File: config.mk
export PLATFORM = sky130hd
export DESIGN_NAME = cm_misc_regs
export DESIGN_NICKNAME = d
export VERILOG_FILES = /design/src/cm_pkg.sv /design/src/cm_misc_regs.sv /design/src/cm_short_frame.sv
export SDC_FILE = /design/constraint.sdc
export NUM_CORES = 1
export LEC_CHECK = 0
export BUFFER_PORTS_ARGS = -buffer_cell sky130_fd_sc_hd__buf_4
export CELL_PAD_IN_SITES_DETAIL_PLACEMENT = 0
export CELL_PAD_IN_SITES_GLOBAL_PLACEMENT = 2
export CORE_ASPECT_RATIO = 2
export CORE_MARGIN = 1
export CORE_UTILIZATION = 33
export DETAILED_ROUTE_END_ITERATION = 6
export PLACE_DENSITY = 0.83
export SYNTH_ARGS = -nofsm -noshare
export SYNTH_HDL_FRONTEND = slang
export SYNTH_SLANG_ARGS = --single-unit
export TNS_END_PERCENT = 50
File: constraint.sdc
create_clock -name clk_i -period 5.2 [get_ports clk_i]
set_clock_uncertainty 0.2 [all_clocks]
set_input_delay 1.56 -clock clk_i [delete_from_list [all_inputs] [get_ports clk_i]]
set_output_delay 1.56 -clock clk_i [all_outputs]
set_load 0.05 [all_outputs]
File: src/cm_pkg.sv
// Constants and types shared by the codec misc control/status register group
package cm_pkg;
    // Register addresses on the control bus
    localparam logic [6:0] CM_ADDR_MISC = 7'h49;
    localparam logic [6:0] CM_ADDR_TIEOFF = 7'h4B;
    localparam logic [6:0] CM_ADDR_P2P = 7'h4C;
    localparam logic [6:0] CM_ADDR_PEAK = 7'h4D;
    localparam logic [6:0] CM_ADDR_AUTO_MUTE_STATUS = 7'h4E;
    // Reset values
    localparam logic [8:0] CM_RST_MISC = 9'h000;
    localparam logic [8:0] CM_RST_TIEOFF = 9'h000;
    localparam logic [8:0] CM_RST_AUTO_MUTE_STATUS = 9'h000;
    // Writable bit masks, unassigned positions are dropped
    localparam logic [8:0] CM_MASK_MISC = 9'h1FF;
    localparam logic [8:0] CM_MASK_TIEOFF = 9'h087;
    localparam logic [8:0] CM_MASK_AUTO_MUTE_STATUS_WR = 9'h040;
    // Misc control field positions
    localparam int CM_B_OS256 = 0;
    localparam int CM_B_UNLOCK_PASS = 1;
    localparam int CM_B_SOFTZERO = 2;
    localparam int CM_B_NOTCH_NOW = 3;
    localparam int CM_B_SF_DISABLE = 4;
    localparam int CM_B_SF_FLUSH = 5;
    localparam int CM_B_SF_THR_LO = 6;
    localparam int CM_B_FORCE_SPI = 8;
    // Tie-off register field positions
    localparam int CM_B_TIE_LOW = 0;
    localparam int CM_B_TIE_HIGH = 2;
    localparam int CM_B_SPK_STAGE = 7;
    // Automute control/status field positions
    localparam int CM_B_LIMIT = 0;
    localparam int CM_B_DIGITAL_MUTE_STATUS = 2;
    localparam int CM_B_AUTO_MUTE_STATUS = 3;
    localparam int CM_B_NGATE = 4;
    localparam int CM_B_SPEAKER_SUPPLY_HIGH_FLAG = 5;
    localparam int CM_B_TAP = 6;
    // Notch hold-off in sample periods
    localparam logic [9:0] CM_NOTCH_HOLD = 10'h200;
    // Short frame thresholds in master clock edges, by code
    localparam logic [8:0] CM_SF_THR_00 = 9'h0FF;
    localparam logic [8:0] CM_SF_THR_01 = 9'h0FD;
    localparam logic [8:0] CM_SF_THR_10 = 9'h0FE;
    localparam logic [8:0] CM_SF_THR_11 = 9'h0FF;
    // Limiter indication: 87.5 percent of a 9-bit full scale (512 * 7 / 8)
    localparam logic [8:0] CM_LIMIT_LEVEL = 9'h1C0;
    // Control bus word lengths in bits
    localparam logic [5:0] CM_LEN_SPI16 = 6'h10;
    localparam logic [5:0] CM_LEN_SPI24 = 6'h18;
    localparam logic [5:0] CM_LEN_SPI32 = 6'h20;
    localparam logic [5:0] CM_LEN_NONE = 6'h00;
    // Control bus operating mode
    typedef enum logic [1:0] {
        CM_TWO_WIRE,
        CM_SPI16_WO,
        CM_SPI_4W
    } cm_mode_e;
endpackage

File: src/cm_misc_regs.sv
// Misc control and status register group of the voice codec
// Operation
// - Override bit forces 256x DAC oversampling
// - Unlocked PLL output gated unless pass bit
// - Softmute-zero bit forces limiter output zero during softmute
// - Notch output held 512 samples unless immediate
// - Short frame detector active when bit4 low
// - Flush bit resets DSP on short frame
// - Threshold codes give 255/253/254/255 MCLK edges
// - Force bit selects 4-wire SPI regardless pin
// - Otherwise pin low 2-wire, high 16-bit SPI
// - Forced SPI: 24-bit writes, 32-bit reads
// - Manual tie bits close reference switches
// - Stage bit: two-stage or three-stage speaker
// - Swing readout returns higher ALC peak-to-peak
// - Peak readout returns larger ALC peak
// - Limiter indicator above 87.5 percent full scale
// - Digital mute status set when gain zero
// - Auto mute status follows automute
// - Noise gate status, ALC gain frozen
// - Speaker supply high flag from comparator
// - Tap select chooses automute observation point
`timescale 1ns/10ps
module cm_misc_regs (
    // Clock and reset
    input wire logic clk_i,
    input wire logic resetn_i,
    // Register access from the control bus decoder
    input wire logic reg_wr_i,
    input wire logic [6:0] reg_addr_i,
    input wire logic [8:0] reg_wdata_i,
    output logic [8:0] reg_rdata_o,
    // Pins, asynchronous
    input wire logic mode_pin_i,
    input wire logic frame_sync_i,
    input wire logic pll_lock_i,
    input wire logic speaker_supply_cmp_i,
    // Core status and control, same clock
    input wire logic os_rate_sel_i,
    input wire logic softmute_active_i,
    input wire logic notch_en_i,
    input wire logic sample_tick_i,
    input wire logic mclk_tick_i,
    input wire logic [2:0] pm_tie_i,
    input wire logic alc_on_a_i,
    input wire logic alc_on_b_i,
    input wire logic [8:0] swing_a_i,
    input wire logic [8:0] swing_b_i,
    input wire logic [8:0] peak_a_i,
    input wire logic [8:0] peak_b_i,
    input wire logic [8:0] limiter_level_i,
    input wire logic [8:0] dac_gain_i,
    input wire logic automute_on_i,
    input wire logic noise_gate_low_i,
    // Controls to the core
    output logic dac_os_256x_o,
    output logic pll_vco_en_o,
    output logic limiter_force_zero_o,
    output logic notch_use_o,
    output logic short_frame_o,
    output logic dsp_flush_o,
    output cm_pkg::cm_mode_e ctrl_mode_o,
    output logic [5:0] spi_wr_len_o,
    output logic [5:0] spi_rd_len_o,
    output logic [2:0] ref_tie_close_o,
    output logic speaker_three_stage_o,
    output logic alc_gain_freeze_o,
    output logic automute_tap_select_o
);
    import cm_pkg::*;

    // Whole module state
    typedef struct packed {
        logic [8:0] misc;
        logic [8:0] tie;
        logic tap;
        logic [2:0] mode_sync; // Two sync stages, third is a delayed copy for checking
        logic [1:0] fs_sync;
        logic fs_prev;
        logic [1:0] lock_sync;
        logic [1:0] hv_sync;
        logic notch_prev;
        logic [9:0] notch_cnt;
        logic [8:0] rdata;
        logic os256;
        logic vco_en;
        logic force_zero;
        logic notch_use;
        cm_mode_e mode;
        logic [5:0] wr_len;
        logic [5:0] rd_len;
        logic [2:0] tie_close;
        logic three_stage;
        logic freeze;
        logic short_q;
        logic flush_q;
    } cm_regs_s;

    cm_regs_s st;
    cm_regs_s next_st;
    logic frame_start;
    logic sf_short;
    logic sf_flush;
    logic [8:0] swing_val;
    logic [8:0] peak_val;
    logic [8:0] status_word;

    // Rising edge of the synchronised frame sync, read from the second stage
    assign frame_start = st.fs_sync[1] && !st.fs_prev;

    // Short frame detector
    cm_short_frame u_short_frame (
        .clk_i(clk_i),
        .resetn_i(resetn_i),
        .frame_start_i(frame_start),
        .mclk_tick_i(mclk_tick_i),
        .short_frame_detect_disable_i(st.misc[CM_B_SF_DISABLE]),
        .flush_on_short_frame_i(st.misc[CM_B_SF_FLUSH]),
        .short_frame_threshold_i(st.misc[CM_B_SF_THR_LO +: 2]),
        .short_frame_o(sf_short),
        .dsp_flush_o(sf_flush)
    );

    // ALC readouts, larger of the two when both inputs are under ALC
    always_comb
    begin
        if (alc_on_a_i && alc_on_b_i)
        begin
            swing_val = (swing_a_i > swing_b_i) ? swing_a_i : swing_b_i;
            peak_val = (peak_a_i > peak_b_i) ? peak_a_i : peak_b_i;
        end
        else if (alc_on_b_i)
        begin
            swing_val = swing_b_i;
            peak_val = peak_b_i;
        end
        else
        begin
            swing_val = swing_a_i;
            peak_val = peak_a_i;
        end
    end

    // Automute control/status word, bits 1, 7 and 8 stay zero
    always_comb
    begin
        status_word = 9'h000;
        status_word[CM_B_LIMIT] = limiter_level_i > CM_LIMIT_LEVEL;
        status_word[CM_B_DIGITAL_MUTE_STATUS] = dac_gain_i == 9'h000;
        status_word[CM_B_AUTO_MUTE_STATUS] = automute_on_i;
        status_word[CM_B_NGATE] = noise_gate_low_i;
        status_word[CM_B_SPEAKER_SUPPLY_HIGH_FLAG] = st.hv_sync[1];
        status_word[CM_B_TAP] = st.tap;
    end

    // Next state
    always_comb
    begin
        next_st = st;
        // Pin synchronisers
        next_st.mode_sync = {st.mode_sync[1:0], mode_pin_i};
        next_st.fs_sync = {st.fs_sync[0], frame_sync_i};
        next_st.fs_prev = st.fs_sync[1];
        next_st.lock_sync = {st.lock_sync[0], pll_lock_i};
        next_st.hv_sync = {st.hv_sync[0], speaker_supply_cmp_i};
        // Register writes, masked so unassigned bits never store
        if (reg_wr_i)
        begin
            case (reg_addr_i)
                CM_ADDR_MISC: next_st.misc = reg_wdata_i & CM_MASK_MISC;
                CM_ADDR_TIEOFF: next_st.tie = reg_wdata_i & CM_MASK_TIEOFF;
                CM_ADDR_AUTO_MUTE_STATUS: next_st.tap = reg_wdata_i[CM_B_TAP];
                // Read-only or unmapped addresses ignore the write
                default: next_st.tap = st.tap;
            endcase
        end
        // Read data follows the address one cycle later
        case (reg_addr_i)
            CM_ADDR_MISC: next_st.rdata = st.misc;
            CM_ADDR_TIEOFF: next_st.rdata = st.tie;
            CM_ADDR_P2P: next_st.rdata = swing_val;
            CM_ADDR_PEAK: next_st.rdata = peak_val;
            CM_ADDR_AUTO_MUTE_STATUS: next_st.rdata = status_word;
            default: next_st.rdata = 9'h000;
        endcase
        // Oversampling override
        next_st.os256 = st.misc[CM_B_OS256] || os_rate_sel_i;
        // VCO output gated while unlocked unless passing is allowed
        next_st.vco_en = st.misc[CM_B_UNLOCK_PASS] || st.lock_sync[1];
        // Exact zero only requested during softmute
        next_st.force_zero = st.misc[CM_B_SOFTZERO] && softmute_active_i;
        // Notch hold-off counts samples from the enable edge
        next_st.notch_prev = notch_en_i;
        if (!notch_en_i || !st.notch_prev)
        begin
            next_st.notch_cnt = 10'h000;
        end
        else if (sample_tick_i && st.notch_cnt != CM_NOTCH_HOLD)
        begin
            next_st.notch_cnt = st.notch_cnt + 10'h001;
        end
        next_st.notch_use = notch_en_i && st.notch_prev
            && (st.misc[CM_B_NOTCH_NOW] || st.notch_cnt == CM_NOTCH_HOLD);
        // Control bus mode, pin taken from the second sync stage
        if (st.misc[CM_B_FORCE_SPI])
        begin
            next_st.mode = CM_SPI_4W;
            next_st.wr_len = CM_LEN_SPI24;
            next_st.rd_len = CM_LEN_SPI32;
        end
        else if (st.mode_sync[1])
        begin
            next_st.mode = CM_SPI16_WO;
            next_st.wr_len = CM_LEN_SPI16;
            next_st.rd_len = CM_LEN_NONE;
        end
        else
        begin
            next_st.mode = CM_TWO_WIRE;
            next_st.wr_len = CM_LEN_NONE;
            next_st.rd_len = CM_LEN_NONE;
        end
        // Reference tie-offs: manual close overrides power management
        next_st.tie_close = st.tie[CM_B_TIE_HIGH:CM_B_TIE_LOW] | pm_tie_i;
        next_st.three_stage = st.tie[CM_B_SPK_STAGE];
        next_st.freeze = noise_gate_low_i;
        next_st.short_q = sf_short;
        next_st.flush_q = sf_flush;
    end

    // State register
    always_ff @(posedge clk_i or negedge resetn_i)
    begin
        if (!resetn_i)
        begin
            st <= '0;
            st.misc <= CM_RST_MISC;
            st.tie <= CM_RST_TIEOFF;
            st.tap <= CM_RST_AUTO_MUTE_STATUS[CM_B_TAP];
            st.mode <= CM_TWO_WIRE;
        end
        else
        begin
            st <= next_st;
        end
    end

    // Outputs straight from state
    assign reg_rdata_o = st.rdata;
    assign dac_os_256x_o = st.os256;
    assign pll_vco_en_o = st.vco_en;
    assign limiter_force_zero_o = st.force_zero;
    assign notch_use_o = st.notch_use;
    assign short_frame_o = st.short_q;
    assign dsp_flush_o = st.flush_q;
    assign ctrl_mode_o = st.mode;
    assign spi_wr_len_o = st.wr_len;
    assign spi_rd_len_o = st.rd_len;
    assign ref_tie_close_o = st.tie_close;
    assign speaker_three_stage_o = st.three_stage;
    assign alc_gain_freeze_o = st.freeze;
    assign automute_tap_select_o = st.tap;
endmodule

File: src/cm_short_frame.sv
// Short frame sync detector counting master clock edges between frame starts
`timescale 1ns/10ps
module cm_short_frame (
    // Clock and reset
    input wire logic clk_i,
    input wire logic resetn_i,
    // Frame timing, same clock domain
    input wire logic frame_start_i,
    input wire logic mclk_tick_i,
    // Configuration
    input wire logic short_frame_detect_disable_i,
    input wire logic flush_on_short_frame_i,
    input wire logic [1:0] short_frame_threshold_i,
    // Events
    output logic short_frame_o,
    output logic dsp_flush_o
);
    import cm_pkg::*;

    // Whole module state
    typedef struct packed {
        logic [8:0] cnt;
        logic armed;
        logic short_ev;
        logic flush;
    } cm_sf_s;

    cm_sf_s st;
    cm_sf_s next_st;
    logic [8:0] thr;

    // Threshold decode, two codes share 255
    always_comb
    begin
        case (short_frame_threshold_i)
            2'b01: thr = CM_SF_THR_01;
            2'b10: thr = CM_SF_THR_10;
            2'b11: thr = CM_SF_THR_11;
            default: thr = CM_SF_THR_00;
        endcase
    end

    // Edge counting and frame judgement
    always_comb
    begin
        next_st = st;
        next_st.short_ev = 1'b0;
        next_st.flush = 1'b0;
        // Saturate so long idle gaps never wrap into a false short frame
        if (mclk_tick_i && st.cnt != 9'h1FF)
        begin
            next_st.cnt = st.cnt + 9'h001;
        end
        if (frame_start_i)
        begin
            // First frame after reset has no reference, so it is not judged
            if (st.armed && !short_frame_detect_disable_i && st.cnt < thr)
            begin
                next_st.short_ev = 1'b1;
                next_st.flush = flush_on_short_frame_i;
            end
            next_st.cnt = 9'h000;
            next_st.armed = 1'b1;
        end
    end

    // State register
    always_ff @(posedge clk_i or negedge resetn_i)
    begin
        if (!resetn_i)
        begin
            st <= '0;
        end
        else
        begin
            st <= next_st;
        end
    end

    assign short_frame_o = st.short_ev;
    assign dsp_flush_o = st.flush;
endmodule

==> results.sh <==
export IMPL_ys_warn_count=0
export IMPL_finalCritPeriodShare_pct=69.3
export IMPL_final_slew_viol_count=0
export IMPL_clock_tree_htree_level_count=3
export IMPL_antenna_cells_inserted=0
export IMPL_placementRows=54
export IMPL_cts_buffers=9
export IMPL_worst_slew_pin_slew_ns=0.883
export IMPL_post_cts_buffers=0
export IMPL_drt_first_pass_iters=4
export IMPL_post_cts_resized_instances=0
export IMPL_synth_largest_type_area_fraction_pct=45.9
export IMPL_detail_route_vias_per_cell=4.91
export IMPL_setup_total_negative_slack_ns=0
export IMPL_timing_critical_path_required_ns=5.20
export IMPL_largest_net_degree_at_the_start_of_global_routing=70
export IMPL_netlist_instances=359
export IMPL_start_kind="input port"
export IMPL_netlist_top_cells_area="dfrtp_1 46%, ha_1 7.7%, buf_4 5.2%"
export IMPL_crit_fanout=5
export IMPL_floorplan_initialDensity_pct=34.1
export IMPL_clockBufferDepth=2
export IMPL_totalPowerFinal_mw=1.59
export IMPL_die_width_um=77.5
export IMPL_drc_errors=0
export IMPL_max_rail_drop_vdd_uv=212
export IMPL_synth_flop_cell="dfrtp_1"
export IMPL_numPlacedInstances=588
export IMPL_rsz0062_at_grt="no"
export IMPL_crit_arrival_ns=3.60
export IMPL_cp_class="in -> reg"
export IMPL_total_count_of_hold_check_failures_in_the_final_report=0
export IMPL_pin_count=124
export IMPL_relSlewSlack_pct=41.1
export IMPL_route_vias_total=2967
export IMPL_maxCapViolations=0
export IMPL_crit_path_cell_trace="buf_4, ha_1, nand4_1, nor4_1, a2111oi_1, o21ai_1, buf_4, mux2i_1, o221ai_1"
export IMPL_final_area_mm2=0.00496
export IMPL_grt_antenna_before_repair=0
export IMPL_hold_path_class="reg -> reg"
export IMPL_grtUsageTotal_pct=17.4
export IMPL_count_of_different_cell_masters_after_synthesis=53
export IMPL_areaGrowthSynthToFinish_pct=32.1
export IMPL_power_density_mw_per_mm2=321
export IMPL_detail_route_wl_per_cell_um=16.2
export IMPL_num_nets_final=571
export IMPL_synth_cell_area_mm2=0.00376
export IMPL_fmaxAchievable_mhz=278
export IMPL_post_layout_nonfiller_instances=604
export IMPL_route_final_wire_length_um=9810
export IMPL_hold_ws_ns=0.148
export IMPL_drt_iter0_drc=111
export IMPL_dp_hpwl_um=7840
export IMPL_synth_async_reset_ratio_pct=100
export IMPL_cp_slowest_stage_delay_ns=0.46
export IMPL_globalRoute_totalOverflow=0
export IMPL_syn_mean_instance_area_um2=10.5
export IMPL_power_leakage_nw=2.51
export IMPL_die_area_mm2=0.0118
export IMPL_timing_final_setup_violations=0
export IMPL_commonest_non_fill_non_tap_cell_in_the_layout="buf_4"
export IMPL_cts_root_buffer_cell="clkbuf_16"
export IMPL_clk_latency_ns=0.34
export IMPL_clk_transition_reported_paths_ns=0.06
export IMPL_core_area_mm2=0.0110
export IMPL_run_status="finished, final reports clean"
export IMPL_cts_tree="yes"
export IMPL_postPlaceCellArea_mm2=0.00459
export IMPL_filler_cell_count=1079
export IMPL_number_of_storage_elements_in_the_synthesis_netlist=69
export IMPL_ant_nets=0
export IMPL_critical_path_slowest_cell="o21ai_1"
export IMPL_grt_first_pass_wirelength_um=15400
export IMPL_gp_routability_congestion=0.805
export IMPL_final_min_clock_period_ns=3.60
export IMPL_cp_num_buf_inv=2
export IMPL_cts_hold_repair_buffers=0
export IMPL_dieHeight_um=153
export IMPL_final_cell_mix="115 x buf_4, 69 x dfrtp_1, 27 x nand2_1"
export IMPL_end_kind="flip-flop"
export IMPL_critical_path_top_delay_family="compound AO/OA/AOI/OAI gates"
export IMPL_ys_seq_area_share_pct=45.9
export IMPL_synth_enable_flop_cells=0
export IMPL_drive_above_1_share_pct=33.8
export IMPL_critical_path_top_cell_by_count="buf_4"
export IMPL_port_buffers=114
export IMPL_first_global_vias=3202
export IMPL_synthDominantAreaCellType="dfrtp_1"
export IMPL_cts_sinks=69
==> logic make-up (layout without fill, tap and decap cells) <==
logic type,Yosys count,count (layout),synth area share (%)
AND/OR/NAND/NOR,108,108,16.2
XOR/XNOR,13,13,3.03
flip-flops,69,69,45.9
buffers and inverters,58,155,8.65
AO/OA/AOI/OAI,59,59,10.5
other,1,9,0.0998
adder cells (fa/ha/maj),23,23,7.66
multiplexers,28,28,7.92
==> cell type report <==
class | instances | area [um2] | area share [%]
sequential | 69 | 1730 | 34.8
tap | 140 | 175 | 3.53
timing repair buffer | 115 | 863 | 17.4
clock inverter | 7 | 146 | 2.95
multi-input combinational | 240 | 1740 | 35.0
inverter | 24 | 90.1 | 1.81
clock buffer | 9 | 225 | 4.54
==> flip-flops by register name, summed over array words and instances, names as in the netlist, 2 cells and up <==
signal and count:
reg_rdata_o 9, next_st 7, ref_tie_close_o 3, st 26, u_short_frame.st 10, spi_wr_len_o 2
==> synthesized netlist by cell type, types with 2 or more instances <==
cell	n
a211oi_1	3
a21o_1	2
a21oi_1	18
a222oi_1	2
a22o_1	4
a22oi_1	2
a31oi_1	2
a41oi_1	2
and2_1	3
and3_1	8
buf_2	2
buf_4	26
clkbuf_1	4
dfrtp_1	69
ha_1	23
inv_1	23
mux2_2	13
mux2i_1	14
nand2_1	27
nand2b_1	2
nand3_1	5
nand4_1	6
nor2_1	21
nor2b_1	9
nor3_1	3
nor4_1	2
o21ai_0	8
o21ai_1	4
o221ai_1	6
or2_2	7
or3_1	4
or4_1	3
xnor2_1	2
xor2_1	11
==> worst reg2reg max path, stage by stage, from the launching register on <==
cell	delay, ns
dfrtp_1	0.41
and3_1	0.22
and3_1	0.21
and3_1	0.18
ha_1	0.18
nor2b_1	0.49
and3_1	0.32
nand2_1	0.09
xor2_1	0.14
nor2_1	0.05
==> final timing paths <==
path / slack, ns / end / depth (start not counted) / startpoint
worst max register to register: 2.55 / u_short_frame.st[6] / 9 / u_short_frame.st[5]
max in group asynchronous: 3.07 / u_short_frame.st[8] / 1 / resetn_i
worst min register to register: 0.15 / st[48] / 0 / next_st[48]
worst max-delay path: 1.60 / reg_rdata_o[6] / 9 / swing_a_i[6]
worst min-delay path: 0.15 / st[48] / 0 / next_st[48]
min in group asynchronous: 1.11 / pll_vco_en_o / 1 / resetn_i
==> power breakdown <==
group	internal [mW]	switching [mW]	total [mW]
Sequential	0.568	0.0234	0.592
Combinational	0.106	0.140	0.246
Clock	0.520	0.236	0.756
==> metrics by stage <==
step	setup WS (ns)	util, %
2_1_floorplan	1.88	-
3_3_place_gp	1.29	41.7
3_5_place_dp	1.21	41.7
4_1_cts	1.60	45.1
5_1_grt	1.47	45.1
6_report	1.60	45.1
==> layer usage <==
layer	wire, um	GRT usage, %	vias up
li1	-	-	1437
met1	3290	15.8	1430
met2	5880	35.1	83
met3	337	2.75	17
met4	305	9.16	0
met5	0	0	-
No activity file was read; power rests on OpenSTA's default activity.
